<file path="src/include/serializer_defs.svh">
// constants and timing counts for the 21-to-3 pixel serializer link
`ifndef SERIALIZER_DEFS_SVH
`define SERIALIZER_DEFS_SVH

// word geometry
`define PIXEL_BITS        21
`define LANE_COUNT        3
`define BITS_PER_LANE     7
`define CLK_HIGH_SLOTS    4

// core clock
`define CORE_PERIOD_NS    50

// input clock limits kept by the source
`define PCLK_MIN_MHZ      31
`define PCLK_MAX_MHZ      75

// core cycles per serial bit slot
`define SLOT_CYCLES       1

// buffering between capture and serializer
`define FIFO_DEPTH        16

// lock: falling edges seen before words count as valid
`define LOCK_EDGES        2
`define LOCK_TIME_NS      1000000
`define LOCK_TIME_CYC     (`LOCK_TIME_NS / `CORE_PERIOD_NS)

// off time after shutdown falls, in picoseconds; longest time rounds down, at least one cycle
`define OFF_TIME_PS       6500
`define OFF_TIME_CYC      (((`OFF_TIME_PS / (`CORE_PERIOD_NS * 1000)) < 1) ? 1 : (`OFF_TIME_PS / (`CORE_PERIOD_NS * 1000)))

`endif

</file>
<file path="src/include/serializer_pkg.sv">
// shared types for the pixel serializer link
package serializer_pkg;

  typedef enum logic [0:0] {
    TX_IDLE  = 1'b0,
    TX_SHIFT = 1'b1
  } tx_state_t;

  typedef enum logic [0:0] {
    RX_WAIT    = 1'b0,
    RX_COLLECT = 1'b1
  } rx_state_t;

  typedef logic [6:0] lane_slice_t;

endpackage

</file>
<file path="src/include/pixel_link_if.sv">
// serial link between transmitter and receiver: three lanes plus forwarded clock
`timescale 1ns/1ps
`default_nettype none
interface pixel_link_if;
  logic [2:0] serial_lane_outputs;
  logic       lane_oe;
  logic       forwarded_link_clock;
  logic       clock_oe;

  modport tx (
    output serial_lane_outputs,
    output lane_oe,
    output forwarded_link_clock,
    output clock_oe
  );

  modport rx (
    input serial_lane_outputs,
    input lane_oe,
    input forwarded_link_clock,
    input clock_oe
  );
endinterface
`default_nettype wire

</file>
<file path="src/hw/pixel_tx.sv">
// serializer transmitter end with its capture FIFO
`include "serializer_defs.svh"
`timescale 1ns/1ps
`default_nettype none

module word_fifo #(
  parameter int WIDTH = `PIXEL_BITS,
  parameter int DEPTH = `FIFO_DEPTH
) (
  // clock and reset
  input  wire logic             clk,
  input  wire logic             rst_n,
  input  wire logic             clr,
  // fill side
  input  wire logic [WIDTH-1:0] in_data,
  input  wire logic             in_valid,
  output logic                  in_ready,
  // drain side
  output logic [WIDTH-1:0]      out_data,
  output logic                  out_valid,
  input  wire logic             out_ready
);
  localparam int AW = $clog2(DEPTH);

  generate
    if (DEPTH < 2 || (1 << AW) != DEPTH)
    begin : g_bad_depth
      $error("fifo depth must be a power of two, at least 2");
    end
  endgenerate

  logic [WIDTH-1:0] mem [DEPTH];
  logic [AW:0]      wr_ptr_r;
  logic [AW:0]      rd_ptr_r;
  logic             push;
  logic             pop;

  // full when pointers differ only in the wrap bit
  assign in_ready  = !(wr_ptr_r[AW] != rd_ptr_r[AW] && wr_ptr_r[AW-1:0] == rd_ptr_r[AW-1:0]);
  assign out_valid = (wr_ptr_r != rd_ptr_r);
  assign out_data  = mem[rd_ptr_r[AW-1:0]];
  assign push      = in_valid && in_ready;
  assign pop       = out_valid && out_ready;

  // storage has no reset; only pointers define content
  always_ff @(posedge clk)
  begin
    if (push)
      mem[wr_ptr_r[AW-1:0]] <= in_data;
  end

  // pointers; clr empties the buffer
  always_ff @(posedge clk or negedge rst_n)
  begin
    if (!rst_n)
    begin
      wr_ptr_r <= '0;
      rd_ptr_r <= '0;
    end
    else if (clr)
    begin
      wr_ptr_r <= '0;
      rd_ptr_r <= '0;
    end
    else
    begin
      if (push)
        wr_ptr_r <= wr_ptr_r + 1'b1;
      if (pop)
        rd_ptr_r <= rd_ptr_r + 1'b1;
    end
  end
endmodule

module pixel_tx #(
  parameter int SLOT_CYC   = `SLOT_CYCLES,
  parameter int LOCK_EDGES = `LOCK_EDGES,
  parameter int FIFO_DEPTH = `FIFO_DEPTH
) (
  // core clock and reset
  input  wire logic                   CORE_CLK,
  input  wire logic                   NRST,
  // source side pins
  input  wire logic                   INPUT_PIXEL_CLOCK,
  input  wire logic [`PIXEL_BITS-1:0] PARALLEL_PIXEL_BITS,
  input  wire logic                   SHUTDOWN_CLEAR_N,
  // status
  output logic                        TX_LOCKED,
  output logic                        TX_OVERRUN,
  // serial link
  pixel_link_if.tx                    link
);
  generate
    if (SLOT_CYC < 1 || SLOT_CYC > 256 || LOCK_EDGES < 1 || LOCK_EDGES > 255)
    begin : g_bad_param
      $error("slot cycles and lock edges out of range");
    end
  endgenerate

  // slice of the word that belongs to one lane
  function automatic serializer_pkg::lane_slice_t slice_of(input logic [`PIXEL_BITS-1:0] w, input int lane);
    slice_of = w[lane*`BITS_PER_LANE +: `BITS_PER_LANE];
  endfunction

  // pin synchronisers
  logic                   pclk_s1_r, pclk_s2_r, pclk_s3_r;
  logic                   sd_s1_r, sd_n_r;
  logic [`PIXEL_BITS-1:0] dat_s1_r, dat_s2_r;
  // capture and lock
  logic [`PIXEL_BITS-1:0] cap_r;
  logic                   cap_vld_r;
  logic [7:0]             edge_cnt_r;
  logic                   locked_r;
  logic                   overrun_r;
  logic                   fall;
  // fifo drain side
  logic [`PIXEL_BITS-1:0] fifo_data;
  logic                   fifo_valid;
  logic                   fifo_ready;
  logic                   fifo_in_ready;
  // serializer
  serializer_pkg::tx_state_t   state_r;
  serializer_pkg::lane_slice_t sh_r [`LANE_COUNT];
  logic [2:0]                  slot_r;
  logic [7:0]                  sub_r;
  logic [2:0]                  lane_r;
  logic                        fclk_r;
  logic                        oe_r;
  logic                        slot_end;
  logic                        frame_end;

  // two flops on every pin before use
  always_ff @(posedge CORE_CLK or negedge NRST)
  begin
    if (!NRST)
    begin
      pclk_s1_r <= 1'b0;
      pclk_s2_r <= 1'b0;
      pclk_s3_r <= 1'b0;
      sd_s1_r   <= 1'b0;
      sd_n_r    <= 1'b0;
      dat_s1_r  <= '0;
      dat_s2_r  <= '0;
    end
    else
    begin
      pclk_s1_r <= INPUT_PIXEL_CLOCK;
      pclk_s2_r <= pclk_s1_r;
      pclk_s3_r <= pclk_s2_r;
      sd_s1_r   <= SHUTDOWN_CLEAR_N;
      sd_n_r    <= sd_s1_r;
      dat_s1_r  <= PARALLEL_PIXEL_BITS;
      dat_s2_r  <= dat_s1_r;
    end
  end

  // data is synchronised with the same latency as the clock, so it lines up with the edge
  assign fall = pclk_s3_r && !pclk_s2_r;

  // lock: a few clean falling edges after shutdown release before words count
  always_ff @(posedge CORE_CLK or negedge NRST)
  begin
    if (!NRST)
    begin
      edge_cnt_r <= 8'h00;
      locked_r   <= 1'b0;
    end
    else if (!sd_n_r)
    begin
      edge_cnt_r <= 8'h00;
      locked_r   <= 1'b0;
    end
    else if (fall && !locked_r)
    begin
      edge_cnt_r <= edge_cnt_r + 8'h01;
      locked_r   <= (edge_cnt_r == 8'(LOCK_EDGES - 1));
    end
  end

  // capture all bits on each falling edge once locked; a pending word blocks the next only while the fifo is full
  always_ff @(posedge CORE_CLK or negedge NRST)
  begin
    if (!NRST)
    begin
      cap_r     <= '0;
      cap_vld_r <= 1'b0;
      overrun_r <= 1'b0;
    end
    else if (!sd_n_r)
    begin
      cap_r     <= '0;
      cap_vld_r <= 1'b0;
      overrun_r <= 1'b0;
    end
    else
    begin
      if (fall && locked_r && (!cap_vld_r || fifo_in_ready))
      begin
        cap_r     <= dat_s2_r;
        cap_vld_r <= 1'b1;
      end
      else if (cap_vld_r && fifo_in_ready)
        cap_vld_r <= 1'b0;
      // sticky: word lost because the fifo stalled capture
      if (fall && locked_r && cap_vld_r && !fifo_in_ready)
        overrun_r <= 1'b1;
    end
  end

  word_fifo #(
    .WIDTH (`PIXEL_BITS),
    .DEPTH (FIFO_DEPTH)
  ) u_fifo (
    .clk       (CORE_CLK),
    .rst_n     (NRST),
    .clr       (!sd_n_r),
    .in_data   (cap_r),
    .in_valid  (cap_vld_r),
    .in_ready  (fifo_in_ready),
    .out_data  (fifo_data),
    .out_valid (fifo_valid),
    .out_ready (fifo_ready)
  );

  // slot timing: the frame of seven slots is this block's shift clock
  assign slot_end   = (sub_r == 8'(SLOT_CYC - 1));
  assign frame_end  = slot_end && (slot_r == 3'(`BITS_PER_LANE - 1));
  assign fifo_ready = sd_n_r && ((state_r == serializer_pkg::TX_IDLE) ||
                      (state_r == serializer_pkg::TX_SHIFT && frame_end));

  // serializer: one frame per captured word keeps link clock at input clock rate
  always_ff @(posedge CORE_CLK or negedge NRST)
  begin
    if (!NRST)
    begin
      state_r <= serializer_pkg::TX_IDLE;
      slot_r  <= 3'h0;
      sub_r   <= 8'h00;
      lane_r  <= 3'h0;
      fclk_r  <= 1'b0;
      for (int l = 0; l < `LANE_COUNT; l++)
        sh_r[l] <= 7'h00;
    end
    else if (!sd_n_r)
    begin
      state_r <= serializer_pkg::TX_IDLE;
      slot_r  <= 3'h0;
      sub_r   <= 8'h00;
      lane_r  <= 3'h0;
      fclk_r  <= 1'b0;
      for (int l = 0; l < `LANE_COUNT; l++)
        sh_r[l] <= 7'h00;
    end
    else if (fifo_valid && fifo_ready)
    begin
      // load: slot 0 goes out with the clock's rising edge
      state_r <= serializer_pkg::TX_SHIFT;
      slot_r  <= 3'h0;
      sub_r   <= 8'h00;
      fclk_r  <= 1'b1;
      for (int l = 0; l < `LANE_COUNT; l++)
      begin
        lane_r[l] <= fifo_data[l*`BITS_PER_LANE];
        sh_r[l]   <= slice_of(fifo_data, l) >> 1;
      end
    end
    else
    begin
      unique case (state_r)
        serializer_pkg::TX_IDLE:
        begin
          fclk_r <= 1'b0;
          lane_r <= 3'h0;
        end
        serializer_pkg::TX_SHIFT:
        begin
          if (!slot_end)
            sub_r <= sub_r + 8'h01;
          else if (frame_end)
          begin
            // nothing queued: clock parks low until the next word
            state_r <= serializer_pkg::TX_IDLE;
            sub_r   <= 8'h00;
            fclk_r  <= 1'b0;
            lane_r  <= 3'h0;
          end
          else
          begin
            sub_r  <= 8'h00;
            slot_r <= slot_r + 3'h1;
            fclk_r <= ((slot_r + 3'h1) < 3'(`CLK_HIGH_SLOTS));
            for (int l = 0; l < `LANE_COUNT; l++)
            begin
              lane_r[l] <= sh_r[l][0];
              sh_r[l]   <= sh_r[l] >> 1;
            end
          end
        end
      endcase
    end
  end

  // drivers follow shutdown; off takes the synchroniser latency plus one cycle
  always_ff @(posedge CORE_CLK or negedge NRST)
  begin
    if (!NRST)
      oe_r <= 1'b0;
    else
      oe_r <= sd_n_r;
  end

  // outputs straight from flops
  assign link.serial_lane_outputs  = lane_r;
  assign link.forwarded_link_clock = fclk_r;
  assign link.lane_oe              = oe_r;
  assign link.clock_oe             = oe_r;
  assign TX_LOCKED                 = locked_r;
  assign TX_OVERRUN                = overrun_r;
endmodule
`default_nettype wire

</file>
<file path="src/flat_wrapper.sv">
// flat-port wrapper written by rule: the top's interface ports become plain ports
module pixel_tx_flat 
#(
  parameter int SLOT_CYC   = `SLOT_CYCLES,
  parameter int LOCK_EDGES = `LOCK_EDGES,
  parameter int FIFO_DEPTH = `FIFO_DEPTH
)
  (CORE_CLK, NRST, INPUT_PIXEL_CLOCK, PARALLEL_PIXEL_BITS, SHUTDOWN_CLEAR_N, TX_LOCKED, TX_OVERRUN, link_serial_lane_outputs, link_lane_oe, link_forwarded_link_clock, link_clock_oe);
  pixel_link_if link_i ();
  input  wire logic CORE_CLK;
  input  wire logic NRST;
  input  wire logic INPUT_PIXEL_CLOCK;
  input  wire logic [`PIXEL_BITS-1:0] PARALLEL_PIXEL_BITS;
  input  wire logic SHUTDOWN_CLEAR_N;
  output logic TX_LOCKED;
  output logic TX_OVERRUN;
  output wire logic [$bits(link_i.serial_lane_outputs)-1:0] link_serial_lane_outputs;
  output wire logic [$bits(link_i.lane_oe)-1:0] link_lane_oe;
  output wire logic [$bits(link_i.forwarded_link_clock)-1:0] link_forwarded_link_clock;
  output wire logic [$bits(link_i.clock_oe)-1:0] link_clock_oe;
  assign link_serial_lane_outputs = link_i.serial_lane_outputs;
  assign link_lane_oe = link_i.lane_oe;
  assign link_forwarded_link_clock = link_i.forwarded_link_clock;
  assign link_clock_oe = link_i.clock_oe;
  pixel_tx #(.SLOT_CYC(SLOT_CYC), .LOCK_EDGES(LOCK_EDGES), .FIFO_DEPTH(FIFO_DEPTH)) u_core (.CORE_CLK(CORE_CLK), .NRST(NRST), .INPUT_PIXEL_CLOCK(INPUT_PIXEL_CLOCK), .PARALLEL_PIXEL_BITS(PARALLEL_PIXEL_BITS), .SHUTDOWN_CLEAR_N(SHUTDOWN_CLEAR_N), .TX_LOCKED(TX_LOCKED), .TX_OVERRUN(TX_OVERRUN), .link(link_i));
endmodule
</file>
<file path="config.mk">
export PLATFORM = sky130hd
export DESIGN_NAME = pixel_tx_flat
export DESIGN_NICKNAME = d
export VERILOG_FILES = /design/src/include/serializer_pkg.sv /design/src/include/pixel_link_if.sv /design/src/hw/pixel_tx.sv /design/src/flat_wrapper.sv
export VERILOG_INCLUDE_DIRS = /design/src /design/src/include
export SDC_FILE = /design/constraint.sdc
export NUM_CORES = 1
export LEC_CHECK = 0
export ABC_AREA = 1
export BUFFER_PORTS_ARGS = -buffer_cell sky130_fd_sc_hd__buf_2
export CAP_MARGIN = 20
export CORE_MARGIN = 2
export CORE_UTILIZATION = 40
export DETAILED_ROUTE_END_ITERATION = 12
export PLACE_DENSITY_LB_ADDON = 0.15
export SYNTH_ARGS = -nofsm -noshare
export SYNTH_HDL_FRONTEND = slang
export SYNTH_HIERARCHICAL = 1
export SYNTH_SLANG_ARGS = --single-unit
</file>
<file path="constraint.sdc">
create_clock -name CORE_CLK -period 2.8 [get_ports CORE_CLK]
set_input_delay 0.84 -clock CORE_CLK [delete_from_list [all_inputs] [get_ports CORE_CLK]]
set_output_delay 0.84 -clock CORE_CLK [all_outputs]
set_load 0.02 [all_outputs]
</file>
* Word level (Yosys, flattened, before mapping)
Memory sizes are Yosys's and may differ from the RTL's.
Index checks and enable logic that the tools add are counted.
W data, S select, Z words.
** Storage, ports and cells
- Word-level logic and storage cells :: 112
- Input bits :: 25
- Memories :: 1
- RAM bits :: 336
- Output and inout bits :: 8
- Register bits :: 127
** Cells by class
- Bitwise gates (word level) :: 1
- Reductions and logical operators :: 20
- Magnitude comparators :: 1
- Muxes and demuxes :: 46
- Add/sub/neg operators :: 5
- Equal/unequal tests :: 15
** Memories
- u_core.u_fifo.mem :: depth 16, width 21, rd ports 1, clocked after Yosys merged registers in 0, write ports 1, line pixel_tx.sv:32 : logic [WIDTH-1:0] mem [DEPTH];
** Operators with widths (count)
- $mux W21 :: 7
- $mux W8 :: 6
- $mux W3 :: 9
- $mux W5 :: 4
- $mux W1 :: 18
- $add A8 B1 Y8 const B :: 2
- $logic_and A1 B1 Y1 :: 12
- $ne A3 B3 Y1 const B :: 4
- $add A5 B1 Y5 const B :: 2
- $ne A2 B2 Y1 const B :: 5
- $eq A8 B1 Y1 const B :: 1
- $logic_not A8 Y1 :: 1
- $pmux W3 S2 :: 1
- $ne A5 B5 Y1 :: 1
- $eq A4 B4 Y1 :: 1
- $logic_not A1 Y1 :: 4
- $ne A4 B4 Y1 const B :: 1
- $add A3 B1 Y3 const B :: 1
- $eq A3 B3 Y1 const B :: 1
- $lt A3 B3 Y1 const B :: 1
- $reduce_and A3 Y1 :: 1
- $logic_or A1 B1 Y1 :: 2
- $pmux W1 S2 :: 1
- $ne A1 B1 Y1 :: 1
- $not A1 Y1 :: 1

* Longest topological paths before layout
- Depth after elaboration :: 8
- Gate-level depth with buffers :: 15
- Mapped depth without buffers :: 13

* Modules after synthesis
Netlist, hierarchy kept.
** By module, submodules not included
- word_fifo :: cells each 1127, instances 1, sequential area each 10339.9 um^2, area each 13972.2 um^2
- pixel_tx :: cells each 458, instances 1, sequential area each 2852.7 um^2, area each 4465.5 um^2

* Least setup slack after synthesis
OpenSTA, ideal clock, no wires.
- Path type :: reg-to-reg
- Start :: reg u_core.u_fifo.rd_ptr_r[0]
- End :: mem u_core/u_fifo/mem[3][0] (netlist name), enable pin
- Required time :: 2.375 ns
- Path slack :: -0.174 ns
- Period minus slack after synthesis :: 2.974 ns
- Arrival time :: 2.548 ns
- Library setup time :: 0.425 ns
- Stages on the path, launching flop included :: 10
- Buffers on the path :: 2
- Path through :: dfrtp_1 > buf_4 > inv_4 > nand2_1 > nand2_1 > nor2_2 > nand3_4 > nand2_4 > buf_4 > nor3_1
** On the way
- Cells in the longest elaborated chain, start to end :: 6
** RTL lines
- start: declaration :: line pixel_tx.sv:34 : logic [AW:0] rd_ptr_r;
- start signal: assignment :: line pixel_tx.sv:70 : rd_ptr_r <= rd_ptr_r + 1'b1;
- $eq A4 B4 Y1 :: line pixel_tx.sv:39 : assign in_ready = !(wr_ptr_r[AW] != rd_ptr_r[AW] && wr_ptr_r[AW-1:0] == rd_ptr_r[AW-1:0]);
- $logic_and A1 B1 Y1 :: line pixel_tx.sv:39
- $logic_not A1 Y1 :: line pixel_tx.sv:39
- via u_core.fifo_in_ready :: line pixel_tx.sv:120 : logic fifo_in_ready;
- $logic_and A1 B1 Y1 :: line pixel_tx.sv:42 : assign push = in_valid && in_ready;
- $mux W1 :: line pixel_tx.sv:48 : if (push)
- $mux W1 (not written as such) :: line pixel_tx.sv:49 : mem[wr_ptr_r[AW-1:0]] <= in_data;
- end: declaration :: line pixel_tx.sv:32
The timed path passes the listed nets, and every way through them passes these cells.

* Worst setup path in the final report
- Start :: reg u_core.u_fifo.rd_ptr_r[1]
- End :: reg u_core/sh_r[2] (netlist name)
** On the way
- Elaborated cells between the ends (all ways) :: 9
- Those cells by class :: eq/ne (4); mux (2); reduce/logical (2); memory (1)
** RTL lines
- $mem_v2 Z16 W21
- via u_core.fifo_data[17] :: line pixel_tx.sv:117 : logic [`PIXEL_BITS-1:0] fifo_data;
- $mux W21 :: line pixel_tx.sv:254 : else if (fifo_valid && fifo_ready)
- $mux W21 :: line pixel_tx.sv:244 : else if (!sd_n_r)
- end signal: indexed assignment :: line pixel_tx.sv:264 : sh_r[l] <= slice_of(fifo_data, l) >> 1;
- end signal: indexed assignment :: line pixel_tx.sv:295 : sh_r[l] <= sh_r[l] >> 1;
- end: declaration :: line pixel_tx.sv:123 : serializer_pkg::lane_slice_t sh_r [`LANE_COUNT];
The timed path passes the listed nets, and every way through them passes these cells.
A chain may end at the register's enable or synchronous reset.

==> metrics <==
outcome completed; per-cell routed wire length about 21 um; Syn Area/Cell 11.6 um2; Final period util ~86%; clock latency on the worst-skew pair around 0.6 ns; WP data required about 3.3 ns; crit-path max cell delay roughly 0.83 ns; CTS resizes 0; P_leak 0.00869 uW; CTS Hold Bufs 0; Worst Hold Class input port to async pin; Mapped Cells approximately 1600; Total Routing Usage GR 20.5%; Initial Util between 40% and 50%; WL final roughly 48000 um; Cell Int Power around 11000 uW; Core ar. between 40000 and 50000 um2; clk_skew 0.0182 ns; largest net degree at the start of global routing between 90 and 100; Synth cell types 38; crit path DAT roughly 2.9 ns; drt pass-1 iters 6; IR drop worst, VDD 0.000508 V; CP most frequent cell nand2_1; Buffers on Ports 32; sequential share of power 52.0%; die area about 48000 um2; CTS root buffer clkbuf_16; NetSw 2840 uW; Die X around 220 um; final hold violations 0; initial antenna violation count 0; DRT iter0 DRCs around 900; GP Congestion between 0.7 and 0.8; Yosys top cell by area edfxtp_1; fraction of registers with async set/reset 27.0%; drt drc 0; Tmin final 2.40 ns; clk sink count 460; # IOs 33; nets around 1700; synth warn 6; slowest CP cell nor2_4; gr ovfl total 0; ys flop type edfxtp_1; routed vias/inst between 5 and 6; Max Cap Viol 0; share of cells above drive strength 1 between 10% and 20%; most frequent cells in the layout nand2_1 (392), edfxtp_1 (336), nor2_1 (137); commonest non-fill, non-tap cell in the layout nand2_1; Area Overhead vs Synth 15.1%; cell chain of the critical path nor2_4 -> buf_4 -> nand3_1 -> nand2_1 -> a21oi_1 -> o21ai_1 -> nand2_1 -> nand4_1 -> nand2_1 -> nand2_1 -> nand2_1; Post-synth EDFFs ~340; worst-margin pin slew between 1 and 1.5 ns; cts bufs inserted between 40 and 50; final setup vio count 0; # Post-CTS Setup Buffers 0; PwrDens 664 nW/um2; clk buf depth 3; TritonCTS clock tree built; Die Y 219 um; top cell type's share of synthesized area 54.7%; Logic pwr share under 10%; Max Fanout on Critical Path 27; Cell Area, Placed between 15000 and 20000 um2; Post-DP HPWL ~28000 um; antenna viol nets, final 0; CP Launch Type flip-flop; r2r setup slk around 0.40 ns; number of global-route vias before repair around 12000; RSZ-0062 raised after global routing no; WHS between 0.2 and 0.25 ns; total number of vias 12000; synthesized net count between 1500 and 2000; Worst setup EP type flip-flop; Final Cell Area about 21000 um2; Max Clock Freq ~420 MHz; Layout Utilization between 40 and 50%; Std-Cell Rows between 70 and 80; Slew Limit Fails 0; Worst-path clk slew 0.06 ns; first-pass GRT wire length roughly 73000 um; sequential area share after synthesis between 70% and 80%; slew margin rel. between 30% and 40%; H-tree depth 2; Setup CP Type flip-flop to flip-flop; synth top area cells edfxtp_1 (55%), dfrtp_1 (17%), nand2_1 (8.0%); Clock power frac a little under half; Post-Syn Area approximately 18000 um2; Switching Share between 20% and 30%; #FFs+latches synth 460
## flip-flops by register name, summed over array words and instances, names as in the netlist, 3 cells and up
signal	cells
u_core/u_fifo/wr_ptr_r	5
u_core/sh_r	18
u_core/cap_r	21
u_core/link.serial_lane_outputs	3
u_core/sub_r	8
u_core/dat_s1_r	21
u_core/dat_s2_r	21
u_core/slot_r	3
u_core/u_fifo/rd_ptr_r	5
u_core/edge_cnt_r	8
u_core/u_fifo/mem	336
## synthesized netlist by cell type (26+ instances only)
| cell type | instances |
|---|---|
| a21oi_1 | 71 |
| buf_2 | 45 |
| dfrtp_1 | 124 |
| edfxtp_1 | 336 |
| inv_1 | 56 |
| nand2_1 | 392 |
| nand3_1 | 84 |
| nand4_1 | 26 |
| nor2_1 | 138 |
| o211ai_1 | 31 |
| o21ai_0 | 87 |
| o21ai_1 | 44 |
## worst max-delay path: cells and delay by family (launching register included)
family	cells	cell delay, ns
DFF	1	0.49
AOI/OAI and AO/OA	2	0.14
buffers and inverters	1	0.33
and+or+nand+nor	8	1.32
## final timing paths
check | from | endpoint | cells past startpoint
worst max-delay path | u_core/u_fifo/rd_ptr_r[1] | u_core/sh_r[2] | 11
worst min-delay path | NRST | u_core/edge_cnt_r[7] | 1
worst max register to register | u_core/u_fifo/rd_ptr_r[1] | u_core/sh_r[2] | 11
worst min register to register | u_core/dat_s1_r[14] | u_core/dat_s2_r[14] | 0
max in group asynchronous | NRST | u_core/cap_r[1] | 2
min in group CORE_CLK | u_core/dat_s1_r[14] | u_core/dat_s2_r[14] | 0
## power groups by stage
stage / Combinational, uW / Clock, uW / Sequential (uW)
6_report: 197 / 6560 / 7320
5_1_grt: 224 / 7000 / 7330
4_1_cts: 201 / 6720 / 7330
3_5_place_dp: 201 / 0 / 7460
3_3_place_gp: 198 / 0 / 7460
2_1_floorplan: 100 / 0 / 7460
## final cells by class
type                       count  area (um2)
fill                        4226       24300
sequential                   460       13200
multi-input combinational    966        4660
clock buffer                  72        1460
tap                          600         751
timing repair buffer          89         682
inverter                      71         269
clock inverter                19         196
antenna                        1        2.50
## through the flow
step / cells / TNS (ns) / total power [uW] / setup slack (ns)
final: 2278 / 0 / 14100 / 0.399
after global routing: 2277 / 0 / 14500 / 0.251
after CTS: 2277 / 0 / 14300 / 0.367
after detailed placement: 2186 / 0 / 7670 / 0.431
after global placement: 2186 / 0 / 7660 / 0.452
after floorplan: 1585 / -32.86 / 7560 / -0.174
## kinds of logic (layout without fill, tap and decap cells)
logic type / Yosys count / after routing / synth area share, %
xor gates and xnor gates: 6 / 6 / 0.285
other: 0 / 1 / 0
and+or+nand+nor: 688 / 688 / 15.8
DFF: 460 / 460 / 71.6
AOI/OAI and AO/OA: 261 / 261 / 7.81
adders and majority gates: 11 / 11 / 0.746
buffers and inverters: 159 / 251 / 3.84
## per-layer routing
metal,track usage (%),routed length (um)
met1,29.2,21500
met2,32.4,22600
met3,2.49,2260
met4,7.32,1320
met5,0,0
(Power assumes the default switching activity.)
